$ cat src/rtl/ssb_pkg.sv
package ssb_pkg;

    localparam int SSB_STAGES = 8;
    localparam int SSB_SCALE_W = 4;
    localparam int SSB_RATIO_W = 7;

    // Storage register bit order, bit 7 shifted in first
    localparam int SSB_BIT_DIR_A = 7;
    localparam int SSB_BIT_ON_A = 6;
    localparam int SSB_BIT_DIR_B = 5;
    localparam int SSB_BIT_ON_B = 4;
    localparam int SSB_BIT_SCALE3 = 3;
    localparam int SSB_BIT_SCALE0 = 0;

    localparam logic [7:0] SSB_REG_INIT = 8'h00;

    // Wishbone register offsets
    localparam logic [3:0] SSB_ADDR_CTRL = 4'h0;
    localparam logic [3:0] SSB_ADDR_SHIFT = 4'h4;
    localparam logic [3:0] SSB_ADDR_STORE = 4'h8;
    localparam logic [3:0] SSB_ADDR_STATUS = 4'hC;
    localparam logic [31:0] SSB_RD_ZERO = 32'h0000_0000;

    // Control register fields
    localparam int SSB_CTL_SW_GATE = 0;

    // Current ratio in percent per scale code
    localparam logic [6:0] SSB_RATIO_TAB [16] = '{
        7'd0, 7'd5, 7'd10, 7'd15, 7'd25, 7'd29, 7'd38, 7'd43,
        7'd52, 7'd60, 7'd67, 7'd74, 7'd80, 7'd86, 7'd94, 7'd100
    };

    typedef struct packed {
        logic dir;
        logic on;
    } ssb_chan_cmd_t;

    typedef struct packed {
        logic pos_drive;
        logic pos_oe;
        logic neg_drive;
        logic neg_oe;
    } ssb_bridge_t;

    typedef struct packed {
        logic [2:0] q;
    } ssb_sync_state_t;

endpackage

$ cat src/rtl/ssb_chan_drv.sv
`timescale 1ns/1ps
module ssb_chan_drv
    import ssb_pkg::*;
(
    // Command
    input  wire ssb_chan_cmd_t cmd,
    input  wire logic          run,
    // Bridge
    output ssb_bridge_t        bridge
);
    always_comb begin
        bridge = '0;
        if (cmd.on && run) begin
            bridge.pos_oe    = 1'b1;
            bridge.neg_oe    = 1'b1;
            bridge.pos_drive = cmd.dir;
            bridge.neg_drive = !cmd.dir;
        end
    end
endmodule

$ cat src/rtl/ssb_pin_sync.sv
`timescale 1ns/1ps
module ssb_pin_sync
    import ssb_pkg::*;
(
    // Clock and reset
    input  wire logic sys_clk,
    input  wire logic rst_n,
    input  wire logic init_val,
    // Pin
    input  wire logic pin,
    // Filtered level
    output logic      level
);
    ssb_sync_state_t s_q;
    ssb_sync_state_t s_d;
    logic            lvl_q;
    logic            lvl_d;

    always_comb begin
        s_d.q = {s_q.q[1:0], pin};
        lvl_d = lvl_q;
        // Change counts once stages two and three agree
        if (s_q.q[1] == s_q.q[2]) begin
            lvl_d = s_q.q[2];
        end
    end

    always_ff @(posedge sys_clk or negedge rst_n) begin
        if (!rst_n) begin
            s_q   <= '0;
            lvl_q <= 1'b0;
        end else begin
            s_q   <= s_d;
            lvl_q <= lvl_d;
        end
    end

    assign level = lvl_q ^ init_val;
endmodule

$ cat src/rtl/ssb_top.sv
// The address map and the Wishbone register port were decided locally.
`timescale 1ns/1ps
module ssb_top
    import ssb_pkg::*;
(
    // Clock and reset
    input  wire logic        sys_clk,
    input  wire logic        resetn,
    // Serial link pins, already resolved to levels
    input  wire logic        serial_data,
    input  wire logic        serial_clk,
    input  wire logic        storage_latch,
    input  wire logic        register_clear_n,
    input  wire logic        output_gate_n,
    input  wire logic        standby_n,
    // Cascade outputs
    output logic             cascade_data,
    output logic             cascade_clk,
    output logic             cascade_latch,
    // Control signals after the gate, and oscillator run taken from standby
    output logic             dir_a,
    output logic             drive_on_a,
    output logic             dir_b,
    output logic             drive_on_b,
    output logic             current_scale_bit3,
    output logic             current_scale_bit2,
    output logic             current_scale_bit1,
    output logic             current_scale_bit0,
    output logic [6:0]       current_ratio,
    output logic             osc_run,
    // Bridge pins
    output ssb_bridge_t      bridge_a,
    output ssb_bridge_t      bridge_b,
    // Wishbone slave
    input  wire logic [3:0]  wb_adr_i,
    input  wire logic [31:0] wb_dat_i,
    input  wire logic [3:0]  wb_sel_i,
    input  wire logic        wb_we_i,
    input  wire logic        wb_cyc_i,
    input  wire logic        wb_stb_i,
    output logic [31:0]      wb_dat_o,
    output logic             wb_ack_o
);
    typedef struct packed {
        logic        sclk_prev;
        logic        latch_prev;
        logic [7:0]  shift;
        logic [7:0]  store;
        logic        cas_data;
        logic        cas_clk;
        logic        cas_latch;
        logic [7:0]  ctl;
        logic        sw_gate;
        ssb_bridge_t br_a;
        ssb_bridge_t br_b;
        logic [6:0]  ratio;
        logic        run;
        logic [31:0] rdata;
        logic        ack;
    } ssb_state_t;

    ssb_state_t    s_q;
    ssb_state_t    s_d;
    logic          rst_n;
    logic          sclk_l;
    logic          latch_l;
    logic          data_l;
    logic          clr_n_l;
    logic          gate_n_l;
    logic          stby_n_l;
    ssb_bridge_t   br_a_w;
    ssb_bridge_t   br_b_w;
    ssb_chan_cmd_t cmd_a;
    ssb_chan_cmd_t cmd_b;
    logic [7:0]    ctl_w;
    logic          gate_open;
    logic          wb_hit;

    // Reset release through two flip-flops
    logic [1:0] rs_q;
    always_ff @(posedge sys_clk or negedge resetn) begin
        if (!resetn) begin
            rs_q <= 2'b00;
        end else begin
            rs_q <= {rs_q[0], 1'b1};
        end
    end
    assign rst_n = rs_q[1];

    // Idle defaults: gate reads high, others low
    ssb_pin_sync u_sync_clk (
        .sys_clk  (sys_clk),
        .rst_n    (rst_n),
        .init_val (1'b0),
        .pin      (serial_clk),
        .level    (sclk_l)
    );
    ssb_pin_sync u_sync_latch (
        .sys_clk  (sys_clk),
        .rst_n    (rst_n),
        .init_val (1'b0),
        .pin      (storage_latch),
        .level    (latch_l)
    );
    ssb_pin_sync u_sync_data (
        .sys_clk  (sys_clk),
        .rst_n    (rst_n),
        .init_val (1'b0),
        .pin      (serial_data),
        .level    (data_l)
    );
    ssb_pin_sync u_sync_clr (
        .sys_clk  (sys_clk),
        .rst_n    (rst_n),
        .init_val (1'b0),
        .pin      (register_clear_n),
        .level    (clr_n_l)
    );
    ssb_pin_sync u_sync_gate (
        .sys_clk  (sys_clk),
        .rst_n    (rst_n),
        .init_val (1'b1),
        .pin      (!output_gate_n),
        .level    (gate_n_l)
    );
    ssb_pin_sync u_sync_stby (
        .sys_clk  (sys_clk),
        .rst_n    (rst_n),
        .init_val (1'b0),
        .pin      (standby_n),
        .level    (stby_n_l)
    );

    assign gate_open = !gate_n_l && !s_q.sw_gate;
    assign ctl_w     = gate_open ? s_q.store : SSB_REG_INIT;

    assign cmd_a.dir = ctl_w[SSB_BIT_DIR_A];
    assign cmd_a.on  = ctl_w[SSB_BIT_ON_A];
    assign cmd_b.dir = ctl_w[SSB_BIT_DIR_B];
    assign cmd_b.on  = ctl_w[SSB_BIT_ON_B];

    ssb_chan_drv u_chan_a (
        .cmd    (cmd_a),
        .run    (stby_n_l),
        .bridge (br_a_w)
    );
    ssb_chan_drv u_chan_b (
        .cmd    (cmd_b),
        .run    (stby_n_l),
        .bridge (br_b_w)
    );

    assign wb_hit = wb_cyc_i && wb_stb_i && !s_q.ack;

    always_comb begin
        s_d           = s_q;
        s_d.sclk_prev = sclk_l;
        s_d.latch_prev = latch_l;
        if (sclk_l && !s_q.sclk_prev) begin
            s_d.shift = {s_q.shift[SSB_STAGES-2:0], data_l};
        end
        // Cascade data updates on clock fall
        if (!sclk_l && s_q.sclk_prev) begin
            s_d.cas_data = s_q.shift[SSB_STAGES-1];
        end
        if (latch_l && !s_q.latch_prev) begin
            s_d.store = s_q.shift;
        end
        if (!clr_n_l) begin
            s_d.shift = SSB_REG_INIT;
            s_d.store = SSB_REG_INIT;
        end
        s_d.cas_clk   = sclk_l;
        s_d.cas_latch = latch_l;
        s_d.ctl       = ctl_w;
        s_d.br_a      = br_a_w;
        s_d.br_b      = br_b_w;
        s_d.run       = stby_n_l;
        s_d.ratio = SSB_RATIO_TAB[ctl_w[SSB_BIT_SCALE3:SSB_BIT_SCALE0]];
        s_d.ack   = wb_hit;
        s_d.rdata = SSB_RD_ZERO;
        if (wb_hit) begin
            if (wb_adr_i == SSB_ADDR_CTRL) begin
                s_d.rdata = {31'h0000_0000, s_q.sw_gate};
                if (wb_we_i && wb_sel_i[0]) begin
                    s_d.sw_gate = wb_dat_i[SSB_CTL_SW_GATE];
                end
            end else if (wb_adr_i == SSB_ADDR_SHIFT) begin
                s_d.rdata = {24'h00_0000, s_q.shift};
            end else if (wb_adr_i == SSB_ADDR_STORE) begin
                s_d.rdata = {24'h00_0000, s_q.store};
            end else if (wb_adr_i == SSB_ADDR_STATUS) begin
                s_d.rdata = {27'h000_0000, stby_n_l, gate_n_l,
                             clr_n_l, latch_l, sclk_l};
            end
        end
    end

    always_ff @(posedge sys_clk or negedge rst_n) begin
        if (!rst_n) begin
            s_q <= '0;
        end else begin
            s_q <= s_d;
        end
    end

    assign cascade_data       = s_q.cas_data;
    assign cascade_clk        = s_q.cas_clk;
    assign cascade_latch      = s_q.cas_latch;
    assign dir_a              = s_q.ctl[SSB_BIT_DIR_A];
    assign drive_on_a         = s_q.ctl[SSB_BIT_ON_A];
    assign dir_b              = s_q.ctl[SSB_BIT_DIR_B];
    assign drive_on_b         = s_q.ctl[SSB_BIT_ON_B];
    assign current_scale_bit3 = s_q.ctl[SSB_BIT_SCALE3];
    assign current_scale_bit2 = s_q.ctl[SSB_BIT_SCALE3-1];
    assign current_scale_bit1 = s_q.ctl[SSB_BIT_SCALE0+1];
    assign current_scale_bit0 = s_q.ctl[SSB_BIT_SCALE0];
    assign current_ratio      = s_q.ratio;
    assign osc_run            = s_q.run;
    assign bridge_a           = s_q.br_a;
    assign bridge_b           = s_q.br_b;
    assign wb_dat_o           = s_q.rdata;
    assign wb_ack_o           = s_q.ack;
endmodule
$ cat config.mk
export PLATFORM = sky130hd
export DESIGN_NAME = ssb_top
export DESIGN_NICKNAME = d
export VERILOG_FILES = /design/src/rtl/ssb_pkg.sv /design/src/rtl/ssb_chan_drv.sv /design/src/rtl/ssb_pin_sync.sv /design/src/rtl/ssb_top.sv
export SDC_FILE = /design/constraint.sdc
export NUM_CORES = 1
export LEC_CHECK = 0
export BUFFER_PORTS_ARGS = -buffer_cell sky130_fd_sc_hd__buf_2
export CAP_MARGIN = 10
export CORE_MARGIN = 3
export CORE_UTILIZATION = 45
export CTS_CLUSTER_DIAMETER = 80
export DETAILED_ROUTE_END_ITERATION = 10
export HOLD_SLACK_MARGIN = 0.12
export PLACE_DENSITY = 0.73
export SETUP_SLACK_MARGIN = 0.5
export SLEW_MARGIN = 20
export SYNTH_ARGS = -nofsm -noshare
export SYNTH_HDL_FRONTEND = slang
export SYNTH_SLANG_ARGS = --single-unit
$ cat constraint.sdc
create_clock -name sys_clk -period 2.6 [get_ports sys_clk]
set_input_delay 0.39 -clock sys_clk [delete_from_list [all_inputs] [get_ports sys_clk]]
set_output_delay 0.39 -clock sys_clk [all_outputs]
set_load 0.02 [all_outputs]
# Word level (Yosys, flattened, before mapping)
# Memories as Yosys holds them, arrays and structs flattened. A register that Yosys moved wholly into a read port is not among the register bits.
# Index checks and enable logic that the tools add are counted.
# totals
mem_count	1
in_bits	51
output_inout_bits	60
romBits	112
regBits	96
# mem_list
memory	depth	word_bits	rd	rd_ports_with_merged_regs	wr	line_no	source
(no name shown)	16	7	1	1	0	ssb_top.sv:179	s_d.ratio = SSB_RATIO_TAB[ctl_w[SSB_BIT_SCALE3:SSB_BIT_SCALE0]];
# classes
n_reduce_logical	20
n_bitwise	2
mux	11
eq_ne	11
# op_table
op	count
two-way mux 8 bit	7
two-way mux 16 bit	1
logical AND 1 bit	9
logical NOT 1 bit	9
equality test 4 bit, second input constant	2
two-way mux 4 bit	2
equality test 1 bit	6
two-way mux 5 bit	1
NOT 4 -> 5 bit	1
equality test 4 x 3 -> 1 bit, second input constant	1
logical NOT 4 bit	1
inequality test 2 bit, second input constant	2
AND reduction 3 bit	1
NOT 1 bit	1

# Depth between registers and ports, before layout
# logic_depth
word_depth	6
depth_mapped	8
depth_no_buf	7

# Hierarchy
# From an unflattened synthesis, not the netlist that was laid out.
# unflattened
hier_cells	277
area_unflattened_um2	3359.5
# by_module_without_submodules
mod	area_per_inst_um2	cells_per_inst	instances
ssb_top	2578.7	233	1
ssb_pin_sync	120.1	6	6
ssb_chan_drv	30.0	4	2

# Least setup slack after synthesis
# No wires, ideal clock.
# synth_timing
kind	register to register
start	reg u_sync_gate.lvl_q
end	reg current_ratio[0] (netlist name)
setup_time_ns	0.078
t_required_ns	2.522
path_buffers	1
path_stages_with_launch	8
t_arrival_ns	1.392
slack_ns	1.130
cell_sequence	dfrtp_1 > nor2b_1 > buf_2 > nand2_1 > inv_1 > ha_1 > a211o_1 > a21oi_1
# synth_via
elab_chain_cells	3
# synth_lines
item	line_no	source
start: declaration	ssb_pin_sync.sv:16	logic lvl_q;
start signal: assignment	ssb_pin_sync.sv:34	lvl_q <= lvl_d;
logical AND 1 bit	ssb_top.sv:134	assign gate_open = !gate_n_l && !s_q.sw_gate;
two-way mux 8 bit	ssb_top.sv:135	assign ctl_w = gate_open ? s_q.store : SSB_REG_INIT;
named net ctl_w[1]	ssb_top.sv:75	logic [7:0] ctl_w;
NOT 4 -> 5 bit (implied by the code)	ssb_top.sv:179	
# The timed path passes the listed nets, and every way through them passes these cells.
# A chain may end at the register's enable or synchronous reset.

# Worst setup path after layout
# layout_timing
start	reg u_sync_gate.lvl_q
end	reg current_ratio[2] (netlist name)
# layout_via
elab_chain_cells	3
# layout_lines
item	line_no
logical AND 1 bit	ssb_top.sv:134
two-way mux 8 bit	ssb_top.sv:135
NOT 4 -> 5 bit (implied by the code)	ssb_top.sv:179
# No other way between the ends.

==> results.toml <==
[global_routing]
antenna_found_initial = 0
global_route.overflow_total = 0
globalRouteTotalUtil_pct = 12.0
grt_pass1_wl_mm = 8.00
grt_pass1_vias = 1697
pin_count_of_the_biggest_net_entering_global_routing = 76

[finish]
syn2layout_area_growth_pct = 9.31
finish.net_count = 356
post_route_cells_drive_above_1_share_pct = 24.9
regArea_um2 = 1930
finalInstanceArea_um2 = 3540
final.fill_count = 620
n_antenna_cell = 0
area_taken_by_multi_input_logic_gates_um2 = 968

[timing]
fin_worst_hold_slack_ns = 0.154
maxSlewViolCount = 0
timing.final.hold_violations = 0
finalClockSkew_ns = 0.00856
slew-limit-headroom_pct = 40.0
worst_slew_pin_tran_ns = 0.900
final.period_utilization_pct = 62.2
timing.setup.tns_ns = 0
setup_violating_endpoint_count_in_the_final_report = 0
fin_crit_ns = 1.62
achievable-frequency_ghz = 0.618
setup_repair_after_global_routing_missed_its_margin = "no"

[critical_path]
critical_path.endpoint_type = "flop"
critical_path.startpoint_type = "flop"
crit_arrival_ns = 1.81
reg2reg_slack_ns = 0.98
critical_path_required_ns = 2.80
setup.worst_path.end = "current_ratio[2]$_DFF_PN0_"
critical_path.max_fanout = 10
r2r-start = "u_sync_gate.lvl_q$_DFFE_PN0N_"
setup.worst_path.class = "reg -> reg"
worst-r2r-cell-count = 6
startpoint = "u_sync_gate.lvl_q$_DFFE_PN0N_"
regToRegEndpoint = "current_ratio[2]$_DFF_PN0_"

[cts]
clkSlewWorstSetupHoldPaths_ns = 0.08
postCtsResizedCells = 0
insertion_delay_ns = 0.33
deepest_clock_path_buffer_count = 2
clock-sinks = 77
tritoncts = "yes"
tritoncts.num_buffers = 9
clockRootBuffer = "sky130_fd_sc_hd__clkbuf_8"
ctsHtreeMaxLevel = 3

[die]
starting_density_of_the_core_pct = 47.1
core_rows = 30
die_height_um = 90.8
floorplan.core_area_um2 = 6870
ioPinCount = 111
die_area_um2 = 8250
chipWidth_um = 90.8

[routing]
wl_met3_um = 327
postRouteWirelength_mm = 4.64
met2WireLength_mm = 2.18
post_drt_via_cell_ratio = 4.42
dr.first_iter.drc_count = 59
highest-signal-layer = "met4"
wl_cell_um = 11.6
drt_drc_violations_left = 0
postRouteAntennaNets = 0
dr.pass1.iters = 4
drt-met1-wl_mm = 2.09
routed-via-count = 1773

[power]
switching_share_pct = 23.5
share_clk_of_total_power_pct = 40.5
pwr-share-comb_pct = 5.8
irDropWorstVdd_uv = 275
power.share.sequential_pct = 53.6
p_switching_mw = 0.560
power_density_nw_per_um2 = 675
p_int_mw = 1.83
power.static_leakage_nw = 1.76

[yosys]
yosys_top_cell_area_share_pct = 59.5
synth.distinct_cells = 33
yosys-top-cells-count = "sky130_fd_sc_hd__dfrtp_1, sky130_fd_sc_hd__buf_4, sky130_fd_sc_hd__nand2_1, sky130_fd_sc_hd__nor2b_1"
synthTopCellsByArea = "sky130_fd_sc_hd__dfrtp_1, sky130_fd_sc_hd__buf_4, sky130_fd_sc_hd__nor2b_1"
synth_seq_area_share_pct = 59.5
ys_dominant_reg_cell = "sky130_fd_sc_hd__dfrtp_1"
synth_top_cell_by_area = "sky130_fd_sc_hd__dfrtp_1"
synth.cell_area_um2 = 3240
ys_ff_latch = 77
yosys.cell_count.top_type = "sky130_fd_sc_hd__dfrtp_1"
synthesis.instances = 269
synth_edf_count = 0
synth-async-reset-ratio_pct = 100
syn_area_per_cell_um2 = 12.0
yosys_warnings = 0

[hold_path]
hold_path.class = "in -> reg"

[place]
post_dp_cell_area_um2 = 3310
placer_s_final_routability_congestion_estimate = 0.751
dp_hpwl_mm = 3.23
numPortBuffers = 52

[status]
outcome = "finished clean"

[run]
max_cap_violations = 0
==> placed cells by master, fill, tap and decap left out, types with 2 or more instances in the layout <==
master | synthesis | layout
sky130_fd_sc_hd__clkbuf_8 | 0 | 9
sky130_fd_sc_hd__a22oi_1 | 6 | 6
sky130_fd_sc_hd__nor2_1 | 10 | 10
sky130_fd_sc_hd__a21oi_1 | 6 | 6
sky130_fd_sc_hd__mux2_2 | 4 | 4
sky130_fd_sc_hd__o21ai_0 | 3 | 3
sky130_fd_sc_hd__and2_1 | 9 | 9
sky130_fd_sc_hd__bufinv_16 | 0 | 2
sky130_fd_sc_hd__conb_1 | 2 | 25
sky130_fd_sc_hd__a211oi_1 | 2 | 2
sky130_fd_sc_hd__ha_1 | 5 | 5
sky130_fd_sc_hd__nand2b_1 | 3 | 3
sky130_fd_sc_hd__a211o_1 | 2 | 2
sky130_fd_sc_hd__and3_1 | 2 | 2
sky130_fd_sc_hd__clkinvlp_4 | 0 | 3
sky130_fd_sc_hd__inv_1 | 5 | 5
sky130_fd_sc_hd__dfrtp_1 | 77 | 76
sky130_fd_sc_hd__maj3_1 | 6 | 6
sky130_fd_sc_hd__nor2b_1 | 20 | 20
sky130_fd_sc_hd__buf_2 | 4 | 52
sky130_fd_sc_hd__clkinv_4 | 0 | 2
sky130_fd_sc_hd__mux2i_1 | 10 | 10
sky130_fd_sc_hd__nand2_1 | 22 | 22
sky130_fd_sc_hd__a21boi_0 | 8 | 8
==> worst min path at each step <==
stage / start / slack (ns) / end / depth (start not counted)
floorplan: resetn / 0.09 / rs_q[0]$_DFF_PN0_ / 0
global placement: resetn / 0.17 / rs_q[0]$_DFF_PN0_ / 1
detailed placement: resetn / 0.18 / rs_q[0]$_DFF_PN0_ / 1
CTS: storage_latch / 0.14 / u_sync_latch.s_q[0]$_DFF_PN0_ / 1
global route: storage_latch / 0.13 / u_sync_latch.s_q[0]$_DFF_PN0_ / 1
finish: storage_latch / 0.15 / u_sync_latch.s_q[0]$_DFF_PN0_ / 1
==> critical path, stage by stage (launching register included) <==
cell and delay (ns):
sky130_fd_sc_hd__dfrtp_1 0.39, sky130_fd_sc_hd__nor2b_1 0.14, sky130_fd_sc_hd__buf_4 0.16, sky130_fd_sc_hd__nand2_1 0.13, sky130_fd_sc_hd__ha_1 0.34, sky130_fd_sc_hd__a211oi_1 0.25
sky130_fd_sc_hd__a211oi_1 0.08
==> per-stage QoR <==
stage          total power, mW  cells  util (%)  setup WS [ns]
2_1_floorplan             1.43    292         -           1.13
3_3_place_gp              1.44    384      48.1          0.998
3_5_place_dp              1.45    384      48.1          0.969
4_1_cts                   2.42    401      51.5          0.960
5_1_grt                   2.49    401      51.5          0.830
6_report                  2.39    401      51.5          0.983
==> layout make-up <==
class,instances,share of cell area (%)
sequential,77,54.5
multi-input combinational,153,27.4
timing repair buffer,54,7.85
clock buffer,9,3.50
tap,96,3.39
clock inverter,7,2.83
inverter,5,0.530
==> sequential cells by signal (all words and copies together), names as in the netlist, 2 cells and up <==
register,count
bridge_a,3
bridge_b,3
current_ratio,7
rs_q,2
s_q,17
u_sync_clk.s_q,3
u_sync_clr.s_q,3
u_sync_data.s_q,3
u_sync_gate.s_q,3
u_sync_latch.s_q,3
u_sync_stby.s_q,3
wb_dat_o,8
==> routing by layer <==
| metal | GRT usage (%) | up-vias |
|---|---|---|
| met2 | 18.5 | 58 |
| met4 | 5.28 | 0 |
| met3 | 3.67 | 5 |
| met5 | 0 | - |
| met1 | 15.6 | 841 |
| li1 | - | 869 |
==> cells by family (layout without fill, tap and decap cells) <==
family,after synthesis,after routing,synth area share [%]
compound gates,29,29,6.18
mux,15,15,4.83
simple gates,73,73,12.2
flops,77,77,59.5
buf+inv,62,75,13.3
fa+ha+maj,11,11,3.79
other cells,2,25,0.232
==> timing repair <==
action                                 in CTS  in global routing
endpoints found under the hold margin       2                  0
hold buffers                                1                  0
buffers inserted                            0                  0
==> power by group through the flow <==
stage          clock [mW]  sequential [mW]  combinational [mW]
2_1_floorplan           0             1.30               0.135
3_3_place_gp            0             1.31               0.136
3_5_place_dp            0             1.31               0.139
4_1_cts             0.997             1.28               0.140
5_1_grt              1.05             1.29               0.154
6_report            0.968             1.28               0.139
(Power assumes the default switching activity.)
